$ cat config.mk
export PLATFORM = sky130hd
export DESIGN_NAME = cdr_dir_server
export DESIGN_NICKNAME = d
export VERILOG_FILES = /design/src/cdr_pkg.sv /design/src/cdr_dir_server.sv
export SDC_FILE = /design/constraint.sdc
export NUM_CORES = 2
export LEC_CHECK = 0
export ABC_AREA = 1
export ABC_CLOCK_PERIOD_IN_PS = 5750
export BUFFER_PORTS_ARGS = -buffer_cell sky130_fd_sc_hd__buf_2
export CAP_MARGIN = 20
export CORE_ASPECT_RATIO = 2
export CORE_UTILIZATION = 44
export CTS_CLUSTER_DIAMETER = 50
export CTS_CLUSTER_SIZE = 16
export DETAILED_ROUTE_END_ITERATION = 8
export SYNTH_ARGS = -nofsm -noshare
export SYNTH_HDL_FRONTEND = slang
export SYNTH_SLANG_ARGS = --single-unit
$ cat constraint.sdc
create_clock -name i_clock -period 5.75 [get_ports i_clock]
set_input_delay 0.2875 -clock i_clock [delete_from_list [all_inputs] [get_ports i_clock]]
set_output_delay 0.2875 -clock i_clock [all_outputs]
set_load 0.1 [all_outputs]
$ cat src/cdr_pkg.sv
/*
  Package of the card directory record decoder's card side: tags, status words,
  register map, field positions, reset values, carrier structs and FSM states.
  Assumes a single clock domain and a plain register port.
*/
// Functional notes
// - Directory short_file_id lies within 1 to 10
// - short_file_id offered for file_control_info
// - One record returned per read command
// - Entry never split across two records
// - Record tag 70 wraps templates tagged 61
// - No extra elements outside template 73
// - Sub-directory entry: name 9D, 5-16 bytes
// - Application entry: name 4F, label 50
// - Priority bit b8 means confirmation needed
// - Priority b4-b1 order, b7-b5 reserved
// - Reads allowed only while directory file selected
// - All directory levels share one layout
// - Past last record answer 6A83
package cdr_pkg;

  // ----------------------------------------------------------------
  // Tags and status words
  // ----------------------------------------------------------------
  localparam logic [7:0]  TAG_RECORD      = 8'h70;
  localparam logic [7:0]  TAG_APP_TMPL    = 8'h61;
  localparam logic [7:0]  TAG_ADF_NAME    = 8'h4F;
  localparam logic [7:0]  TAG_DDF_NAME    = 8'h9D;
  localparam logic [7:0]  TAG_LABEL       = 8'h50;
  localparam logic [7:0]  TAG_PRIO        = 8'h87;
  localparam logic [15:0] SW_OK           = 16'h9000;
  localparam logic [15:0] SW_NO_RECORD    = 16'h6A83;
  localparam logic [15:0] SW_NO_FILE      = 16'h6A82;

  // ----------------------------------------------------------------
  // Sizes and limits
  // ----------------------------------------------------------------
  localparam int          NUM_REC         = 8;
  localparam int          NAME_BYTES      = 16;
  localparam logic [4:0]  SFI_MIN         = 5'h01;
  localparam logic [4:0]  SFI_MAX         = 5'h0A;
  localparam logic [4:0]  NAME_MIN        = 5'h05;
  localparam logic [4:0]  NAME_MAX        = 5'h10;
  localparam logic [4:0]  LABEL_MAX       = 5'h10;
  localparam logic [3:0]  NUM_REC_MAX     = 4'h8;
  localparam logic [7:0]  PRIO_KEEP_MASK  = 8'h8F;
  localparam logic [7:0]  PRIO_LEN        = 8'h01;

  // ----------------------------------------------------------------
  // Register offsets, fields and reset values
  // ----------------------------------------------------------------
  localparam logic [7:0]  REG_CTRL        = 8'h00;
  localparam logic [7:0]  REG_NUM_REC     = 8'h04;
  localparam logic [7:0]  REG_ENTRY       = 8'h08;
  localparam logic [7:0]  REG_PRIO        = 8'h0C;
  localparam logic [7:0]  REG_DATA        = 8'h10;
  localparam logic [7:0]  REG_STATUS      = 8'h14;
  localparam int          CTRL_DDF_SEL    = 8;
  localparam int          ENTRY_IS_DDF    = 7;
  localparam int          ENTRY_NAME_LSB  = 8;
  localparam int          ENTRY_LABEL_LSB = 16;
  localparam int          ENTRY_PRIO_BIT  = 24;
  localparam int          PRIO_VAL_LSB    = 8;
  localparam int          DATA_LABEL_BIT  = 8;
  localparam int          DATA_IDX_LSB    = 12;
  localparam int          DATA_BYTE_LSB   = 16;
  localparam int          STAT_BAD_BIT    = 1;
  localparam int          STAT_SW_LSB     = 16;
  localparam logic [4:0]  SFI_RESET       = 5'h00;
  localparam logic [3:0]  NUM_REC_RESET   = 4'h0;

  // ----------------------------------------------------------------
  // Carriers and states
  // ----------------------------------------------------------------
  typedef struct packed {
    logic        wr;
    logic        rd;
    logic [7:0]  addr;
    logic [31:0] wdata;
  } cdr_bus_t;

  typedef struct packed {
    logic       valid;
    logic [4:0] short_file_id;
    logic [7:0] rec_num;
  } cdr_cmd_t;

  typedef struct packed {
    logic       valid;
    logic       last;
    logic [7:0] data;
  } cdr_tx_t;

  typedef struct packed {
    logic        valid;
    logic [15:0] code;
  } cdr_sw_t;

  typedef enum logic [3:0] {
    ST_IDLE      = 4'b0000,
    ST_REC_LEN   = 4'b0001,
    ST_TMPL_TAG  = 4'b0010,
    ST_TMPL_LEN  = 4'b0011,
    ST_NAME_TAG  = 4'b0100,
    ST_NAME_LEN  = 4'b0101,
    ST_NAME_VAL  = 4'b0110,
    ST_LABEL_TAG = 4'b0111,
    ST_LABEL_LEN = 4'b1000,
    ST_LABEL_VAL = 4'b1001,
    ST_PRIO_TAG  = 4'b1010,
    ST_PRIO_LEN  = 4'b1011,
    ST_PRIO_VAL  = 4'b1100,
    ST_STATUS    = 4'b1101
  } cdr_state_t;

endpackage

$ cat src/cdr_dir_server.sv
/*
  Card-side directory record server: holds one directory's entries and
  answers record reads with a tag-length-value byte stream and a status word.
  Assumes commands and register accesses come from logic on i_clock.
*/
`timescale 1ns/1ns
module cdr_dir_server (
  input  wire logic              i_clock,
  input  wire logic              i_rst,
  input  wire cdr_pkg::cdr_bus_t i_bus,
  output logic [31:0]            o_rdata,
  input  wire cdr_pkg::cdr_cmd_t i_cmd,
  output cdr_pkg::cdr_tx_t       o_tx,
  output cdr_pkg::cdr_sw_t       o_sw,
  output logic [4:0]             o_fci_sfi
);
  import cdr_pkg::*;

  // ----------------------------------------------------------------
  // Storage
  // ----------------------------------------------------------------
  logic [4:0]  dir_sfi;
  logic        ddf_selected;
  logic [3:0]  num_rec;
  logic        bad_cfg;
  logic [15:0] last_sw;
  logic        is_ddf_mem   [NUM_REC];
  logic [4:0]  name_len_mem [NUM_REC];
  logic [4:0]  label_len_mem[NUM_REC];
  logic        prio_p_mem   [NUM_REC];
  logic [7:0]  prio_mem     [NUM_REC];
  logic [7:0]  name_mem     [NUM_REC][NAME_BYTES];
  logic [7:0]  label_mem    [NUM_REC][NAME_BYTES];

  cdr_state_t  state;
  cdr_state_t  next_state;
  logic [3:0]  cnt;
  logic [3:0]  next_cnt;
  logic [2:0]  cur_rec;
  logic [2:0]  next_cur;
  cdr_tx_t     next_tx;
  cdr_sw_t     next_sw;

  // ----------------------------------------------------------------
  // Register writes
  // ----------------------------------------------------------------
  logic [2:0] wr_rec;
  logic [4:0] wr_nl;
  logic [4:0] wr_ll;
  logic [4:0] wr_sfi;
  logic       entry_ok;
  logic       sfi_ok;
  assign wr_rec   = i_bus.wdata[2:0];
  assign wr_nl    = i_bus.wdata[ENTRY_NAME_LSB +: 5];
  assign wr_ll    = i_bus.wdata[ENTRY_LABEL_LSB +: 5];
  assign wr_sfi   = i_bus.wdata[4:0];
  assign entry_ok = wr_nl >= NAME_MIN && wr_nl <= NAME_MAX && wr_ll <= LABEL_MAX;
  assign sfi_ok   = wr_sfi >= SFI_MIN && wr_sfi <= SFI_MAX;

  always_ff @(posedge i_clock or posedge i_rst) begin
    if (i_rst) begin
      dir_sfi      <= SFI_RESET;
      ddf_selected <= 1'b0;
      num_rec      <= NUM_REC_RESET;
    end else if (i_bus.wr && i_bus.addr == REG_CTRL) begin
      if (sfi_ok) begin
        dir_sfi <= wr_sfi;
      end
      ddf_selected <= i_bus.wdata[CTRL_DDF_SEL];
    end else if (i_bus.wr && i_bus.addr == REG_NUM_REC) begin
      if (i_bus.wdata[3:0] <= NUM_REC_MAX && i_bus.wdata[31:4] == '0) begin
        num_rec <= i_bus.wdata[3:0];
      end
    end
  end

  // Sticky config error; a rejecting write and a clear never coincide
  always_ff @(posedge i_clock or posedge i_rst) begin
    if (i_rst) begin
      bad_cfg <= 1'b0;
    end else if (i_bus.wr) begin
      unique case (i_bus.addr)
        REG_CTRL:    bad_cfg <= bad_cfg | ~sfi_ok;
        REG_NUM_REC: bad_cfg <= bad_cfg | (i_bus.wdata > 32'(NUM_REC_MAX));
        REG_ENTRY:   bad_cfg <= bad_cfg | ~entry_ok;
        REG_STATUS:  bad_cfg <= 1'b0;
        default:     bad_cfg <= bad_cfg;
      endcase
    end
  end

  always_ff @(posedge i_clock or posedge i_rst) begin
    if (i_rst) begin
      for (int r = 0; r < NUM_REC; r++) begin
        is_ddf_mem[r]    <= 1'b0;
        name_len_mem[r]  <= NAME_MIN;
        label_len_mem[r] <= 5'h00;
        prio_p_mem[r]    <= 1'b0;
        prio_mem[r]      <= 8'h00;
      end
    end else if (i_bus.wr && i_bus.addr == REG_ENTRY && entry_ok) begin
      is_ddf_mem[wr_rec]    <= i_bus.wdata[ENTRY_IS_DDF];
      name_len_mem[wr_rec]  <= wr_nl;
      label_len_mem[wr_rec] <= wr_ll;
      prio_p_mem[wr_rec]    <= i_bus.wdata[ENTRY_PRIO_BIT];
    end else if (i_bus.wr && i_bus.addr == REG_PRIO) begin
      prio_mem[wr_rec] <= i_bus.wdata[PRIO_VAL_LSB +: 8] & PRIO_KEEP_MASK;
    end
  end

  always_ff @(posedge i_clock) begin
    if (i_bus.wr && i_bus.addr == REG_DATA) begin
      if (i_bus.wdata[DATA_LABEL_BIT]) begin
        label_mem[wr_rec][i_bus.wdata[DATA_IDX_LSB +: 4]] <= i_bus.wdata[DATA_BYTE_LSB +: 8];
      end else begin
        name_mem[wr_rec][i_bus.wdata[DATA_IDX_LSB +: 4]] <= i_bus.wdata[DATA_BYTE_LSB +: 8];
      end
    end
  end

  // ----------------------------------------------------------------
  // Register reads
  // ----------------------------------------------------------------
  always_ff @(posedge i_clock or posedge i_rst) begin
    if (i_rst) begin
      o_rdata <= 32'h0000_0000;
    end else if (i_bus.rd) begin
      unique case (i_bus.addr)
        REG_CTRL:    o_rdata <= {23'h00_0000, ddf_selected, 3'h0, dir_sfi};
        REG_NUM_REC: o_rdata <= {28'h000_0000, num_rec};
        REG_STATUS:  o_rdata <= {last_sw, 14'h0000, bad_cfg, state != ST_IDLE};
        default:     o_rdata <= 32'h0000_0000;
      endcase
    end else begin
      o_rdata <= 32'h0000_0000;
    end
  end

  always_ff @(posedge i_clock or posedge i_rst) begin
    if (i_rst) begin
      o_fci_sfi <= SFI_RESET;
    end else begin
      o_fci_sfi <= dir_sfi;
    end
  end

  // ----------------------------------------------------------------
  // Record builder
  // ----------------------------------------------------------------
  logic       file_open;
  logic       rec_missing;
  logic [4:0] cur_nl;
  logic [4:0] cur_ll;
  logic       has_label;
  logic       has_prio;
  logic [7:0] entry_len;
  logic [7:0] rec_len;
  assign file_open   = ddf_selected && dir_sfi != SFI_RESET && i_cmd.short_file_id == dir_sfi;
  assign rec_missing = i_cmd.rec_num == 8'h00 || i_cmd.rec_num > {4'h0, num_rec};
  assign cur_nl      = name_len_mem[cur_rec];
  assign cur_ll      = label_len_mem[cur_rec];
  assign has_label   = cur_ll != 5'h00;
  assign has_prio    = prio_p_mem[cur_rec] && !is_ddf_mem[cur_rec];
  assign entry_len   = 8'(8'd2 + {3'h0, cur_nl} + (has_label ? 8'(8'd2 + {3'h0, cur_ll}) : 8'h00)
                       + (has_prio ? 8'd3 : 8'h00));
  assign rec_len     = 8'(entry_len + 8'd2);

  always_comb begin
    next_state = state;
    next_cnt   = cnt;
    next_cur   = cur_rec;
    next_tx    = '0;
    next_sw    = '0;
    unique case (state)
      ST_IDLE: begin
        if (i_cmd.valid) begin
          if (!file_open) begin
            next_sw = {1'b1, SW_NO_FILE};
          end else if (rec_missing) begin
            next_sw = {1'b1, SW_NO_RECORD};
          end else begin
            next_tx    = {2'b10, TAG_RECORD};
            next_cur   = 3'(i_cmd.rec_num - 8'd1);
            next_state = ST_REC_LEN;
          end
        end
      end
      ST_REC_LEN: begin
        next_tx    = {2'b10, rec_len};
        next_state = ST_TMPL_TAG;
      end
      ST_TMPL_TAG: begin
        next_tx    = {2'b10, TAG_APP_TMPL};
        next_state = ST_TMPL_LEN;
      end
      ST_TMPL_LEN: begin
        next_tx    = {2'b10, entry_len};
        next_state = ST_NAME_TAG;
      end
      ST_NAME_TAG: begin
        next_tx    = {2'b10, is_ddf_mem[cur_rec] ? TAG_DDF_NAME : TAG_ADF_NAME};
        next_state = ST_NAME_LEN;
      end
      ST_NAME_LEN: begin
        next_tx    = {2'b10, 3'h0, cur_nl};
        next_cnt   = 4'h0;
        next_state = ST_NAME_VAL;
      end
      ST_NAME_VAL: begin
        next_tx  = {2'b10, name_mem[cur_rec][cnt]};
        next_cnt = 4'(cnt + 4'd1);
        if ({1'b0, cnt} == 5'(cur_nl - 5'd1)) begin
          next_cnt = 4'h0;
          if (has_label) begin
            next_state = ST_LABEL_TAG;
          end else if (has_prio) begin
            next_state = ST_PRIO_TAG;
          end else begin
            next_tx.last = 1'b1;
            next_state   = ST_STATUS;
          end
        end
      end
      ST_LABEL_TAG: begin
        next_tx    = {2'b10, TAG_LABEL};
        next_state = ST_LABEL_LEN;
      end
      ST_LABEL_LEN: begin
        next_tx    = {2'b10, 3'h0, cur_ll};
        next_state = ST_LABEL_VAL;
      end
      ST_LABEL_VAL: begin
        next_tx  = {2'b10, label_mem[cur_rec][cnt]};
        next_cnt = 4'(cnt + 4'd1);
        if ({1'b0, cnt} == 5'(cur_ll - 5'd1)) begin
          next_cnt = 4'h0;
          if (has_prio) begin
            next_state = ST_PRIO_TAG;
          end else begin
            next_tx.last = 1'b1;
            next_state   = ST_STATUS;
          end
        end
      end
      ST_PRIO_TAG: begin
        next_tx    = {2'b10, TAG_PRIO};
        next_state = ST_PRIO_LEN;
      end
      ST_PRIO_LEN: begin
        next_tx    = {2'b10, PRIO_LEN};
        next_state = ST_PRIO_VAL;
      end
      ST_PRIO_VAL: begin
        next_tx    = {2'b11, prio_mem[cur_rec]};
        next_state = ST_STATUS;
      end
      ST_STATUS: begin
        next_sw    = {1'b1, SW_OK};
        next_state = ST_IDLE;
      end
      default: begin
        next_state = ST_IDLE;
      end
    endcase
  end

  always_ff @(posedge i_clock or posedge i_rst) begin
    if (i_rst) begin
      state   <= ST_IDLE;
      cnt     <= 4'h0;
      cur_rec <= 3'h0;
      o_tx    <= '0;
      o_sw    <= '0;
    end else begin
      state   <= next_state;
      cnt     <= next_cnt;
      cur_rec <= next_cur;
      o_tx    <= next_tx;
      o_sw    <= next_sw;
    end
  end

  always_ff @(posedge i_clock or posedge i_rst) begin
    if (i_rst) begin
      last_sw <= 16'h0000;
    end else if (next_sw.valid) begin
      last_sw <= next_sw.code;
    end
  end
endmodule

# Yosys cells after proc, flatten, opt, wreduce, memory -nomap -nowiden
# Memory sizes are Yosys's and may differ from the RTL's.
# Cells that the tools add are included.
# word_totals
reg_bits	262
latchBits	0
ramBits	2048
romBits	0
input_bits	58
word_cells	219
n_memories	2
# memory_table
name	depth	word_bits	read_ports	rd_clocked_by_memory_dff	wr	line_no	rtl
label_mem	8	128	1	0	1	cdr_dir_server.sv:33	logic [7:0] label_mem [NUM_REC][NAME_BYTES];
name_mem	8	128	1	0	1	cdr_dir_server.sv:32	logic [7:0] name_mem [NUM_REC][NAME_BYTES];
# op_classes
add_sub_neg	9
mul	0
div_mod_pow	0
order_cmp	14
n_eq_ne	26
shift	0
muxes	69
bitwise	12
n_reduce_logical	32
# op_table
cell	n
$mux W128	2
$pmux W10 S13	1
$pmux W32 S3	1
$bwmux W40	2
$mux W8	9
$bmux W8 S4	2
$bwmux W64	1
$pmux W4 S13	1
$mux W17	3
$pmux W17 S2	1
$demux W8 S4	1
$gt A32 B4 Y1 const B	1
$mux W32	1
$mux W4	8
$bmux W5 S3	2
$mux W10	3
$logic_not A28 Y1	1
$mux W5	5
$bmux W8 S3	1
$demux W8 S3	1
$eq A4 B4 Y1 const B	6
$bwmux W8	2
$eq A4 B3 Y1 const B	4
$eq A8 B4 Y1 const B	2
other kinds (49)	101

# Longest topological paths before layout
# depth
word_depth	10
depth_mapped	27
ltp_nobuf	25

# Worst setup path after synthesis
# No wires, ideal clock.
# synth_timing
path_kind	register -> register
startpoint	register cur_rec[0]
endpoint	register o_tx[2] (netlist name)
arrival_ps	3423
t_required_ps	5614
setup_slack_ps	2191
path_stages_with_launch	20
period_less_slack_ps	3559
cell_sequence	dfrtp_1 buf_6 buf_6 o21ai_0 o22ai_1 o21ai_4 ha_1 inv_1 nor2_2 nand2_2 inv_1 nor2_1 ha_1 ha_1 xnor2_1 ha_1 nand2_1 nand4_1 a2111oi_0 nand3_1
# synth_rtl
element	line_no	rtl
from (decl)	cdr_dir_server.sv:39	logic [2:0] cur_rec;
from (signal assigned)	cdr_dir_server.sv:277	cur_rec <= next_cur;
to (signal assigned)	cdr_dir_server.sv:278	o_tx <= next_tx;
to (decl)	cdr_dir_server.sv:13	output cdr_pkg::cdr_tx_t o_tx,

==> metrics.cfg <==
[final_layout]
seqCellArea_mm2 = 0.0663
fill_cells = 18200
design_area_mm2 = 0.0990
nets = 7556
layout-drive-gt1-share = 0.0581
multi_input_area_mm2 = 0.0223
final_util = 0.478
area_growth_pct = 7.70
instances_no_fill = 10200

[clocking]
cts_setup_buffers = 0
cts-root-buf = clkbuf_16
cts_max_path_buffers = 4
clkTransAtPathRegs_ns = 0.08
htreeDepth = 4
cts_tree = yes
clk-insertion-delay-late_ns = 0.83
cts_inserted_buffers = 168
cts.sinks = 2237

[timing]
finalCriticalPeriod_ns = 4.75
max_freq_mhz = 211
hold_viol = 0
grt_setup_unrepaired = no
slew_headroom = 0.142
fin_setup_tns_ns = 0
worst_pin_slew_ns = 1.29
period_share = 0.825
drv_slew = 0
fin_worst_skew_ns = 0.0548
setup_viol = 0

[detailed_routing]
vias = 60500
totalWireLength_um = 268000
drtPass1Iterations = 5
wire_per_inst_um = 26.1
drc = 0
postRouteAntennaNets = 0
vias_per_cell = 5.91
drtIter0Drc = 6034

[yosys]
seq_area_frac_synth = 0.721
synth_commonest_cells = edfxtp_1, nor2_1, o21ai_0
ys_ff_latch = 2237
yosys.area.top_type_share = 0.669
synth_area_mm2 = 0.0919
syn_avg_cell_area_um2 = 12.1
yosysMostFrequentCell = edfxtp_1
post_synth_num_cell_types = 49
synthTopCellsByArea = edfxtp_1, o21ai_0, nor2_1
ys_warn_count = 0
ys_async_sr_fraction = 0.0845
synth_edf_count = 2048
synth_ff_type = edfxtp_1
yosys.area.top_type = edfxtp_1
syn-instance-count = 7610

[worst_hold_path]
hold_end = name_len_mem[32]
holdPathStages = 3
hold_class = in2reg
min_from = i_bus[10]

[global_route]
grt_pass1_wl_um = 392000
track_usage = 0.249
grt_pass1_vias = 59400
antenna_found_initial = 7
gr-total-overflow = 0
grt_max_degree = 204

[floorplan]
die_h_um = 648
core_mm2 = 0.207
rows = 236
die_w_um = 325
start_util = 0.444
io_pins = 122
die_area_mm2 = 0.211

[placement]
finalWeightedCongestion = 0.900
port-buffer-count = 97
dp_cells = 10000
dpl.hpwl_um = 157000
dpl_cell_area_mm2 = 0.0941

[worst_setup_path]
required_ns = 6.44
timing.critical_path.slowest_stage_cell = dfrtp_4
worstReg2RegEnd = o_tx[2]
cp_common_cell = ha_1
crit_path_start_kind = flip-flop
path_cells = inv_8, o21ai_1, o22ai_1, o21ai_4, ha_1, inv_1, nor2_2, nand2_2, inv_1, nor2_1, ha_1, ha_1, xnor2_1, ha_1, nand2_1, nand4_1, a2111oi_0, nand3_1
path_buf_inv = 3
cp_max_fo = 96
cpPeakStageDelay_ns = 0.83
rr_worst_depth = 18
endpoint_kind = flip-flop
critPathKind = reg2reg
cp.arrival_ns = 5.43
rrSetupSlack_ns = 1.00
critical_path.top_delay_family = adder cells
r2r-start = cur_rec[0]

[status]
outcome = complete, no violations

[power_and_ir_drop]
powerDensity_mw_per_mm2 = 295
power.leakage_nw = 32.9
vdd_ir_drop_max_mv = 0.223

[job]
cap_violations = 0

[state kept, by name, summed over array words and instances, names as in the netlist]
register / count
o_rdata: 9
o_fci_sfi: 5
o_sw: 4
bad_cfg: 1
last_sw: 3
state: 4
label_mem: 1024
label_len_mem: 40
name_len_mem: 40
cur_rec: 3
prio_mem: 40
name_mem: 1024
is_ddf_mem: 8
dir_sfi: 5
prio_p_mem: 8
ddf_selected: 1
cnt: 4
o_tx: 10
num_rec: 4
[per-stage QoR]
step	setup WS (ns)	power (mW)	hold slack, ns
final	1.00	29.2	0.0708
after global routing	0.753	29.9	0.0855
after CTS	1.03	29.3	0.00388
after detailed placement	1.07	18.7	0.369
after global placement	1.13	18.7	0.355
after floorplan	0.347	18.3	0.354
[area by class of cell]
class	count	area share
diodes	3	0.0000758
well taps	2737	0.0346
multi-input cells	4701	0.226
clock inverters	8	0.000645
clock buffers	195	0.0446
repair buffers	226	0.0191
inverters	140	0.00573
flip-flops and latches	2237	0.669
[how the worst max path moves through the flow]
| stage | start | to | slack, ns | cells after the start |
|---|---|---|---|---|
| floorplan | i_rst | bad_cfg | 0.35 | 1 |
| global placement | cur_rec[0] | o_tx[2] | 1.13 | 18 |
| detailed placement | cur_rec[0] | o_tx[2] | 1.07 | 18 |
| CTS | cur_rec[0] | o_tx[2] | 1.03 | 18 |
| global route | cur_rec[0] | o_tx[2] | 0.75 | 18 |
| finish | cur_rec[0] | o_tx[2] | 1.00 | 18 |
[repair_timing]
item,CTS,global route
gates resized for setup,0,0
hold buffers,39,0
endpoints found under the hold margin,543,0
[cells in the final DEF (no fill, tap or decap), types with 69 or more instances in the layout]
cell type and instances:
edfxtp_1 2048, o22ai_1 235, o211ai_1 180, o221ai_1 159
buf_4 69, buf_2 89, o21ai_0 1229, nand3_1 311
clkbuf_16 173, nand2_1 729, inv_1 122, dfrtp_1 168
nor2_1 1606
[logic make-up after synthesis]
group / count (synthesis) / synth area share
AO/OA/AOI/OAI: 1913 / 0.120
XOR/XNOR: 16 / 0.00152
adder cells (fa/ha/maj): 24 / 0.00343
buffers and inverters: 695 / 0.0371
flip-flops: 2237 / 0.721
other: 1 / 0.0000408
AND/OR/NAND/NOR: 2724 / 0.118
[tightest hold or removal path, cell delays in order]
cell     delay, ns
buf_2         0.11
inv_1         0.25
o21ai_1       0.21
[layer usage]
metal / wire length, um / track usage / part of all wire
met1: 95300 / 0.283 / 0.36
met2: 139000 / 0.452 / 0.52
met3: 15900 / 0.0259 / 0.059
met4: 17400 / 0.147 / 0.065
met5: 7 / 0 / 0.000026
[where the power goes]
group / total, mW / leakage [nW] / switching (mW) / internal (mW)
logic: 0.620 / 9.77 / 0.546 / 0.0742
registers: 17.7 / 20.9 / 0.00608 / 17.7
clock network: 10.8 / 2.19 / 5.44 / 5.39
total: 29.2 / 32.9 / 5.99 / 23.2
No activity file was read; power rests on OpenSTA's default activity.
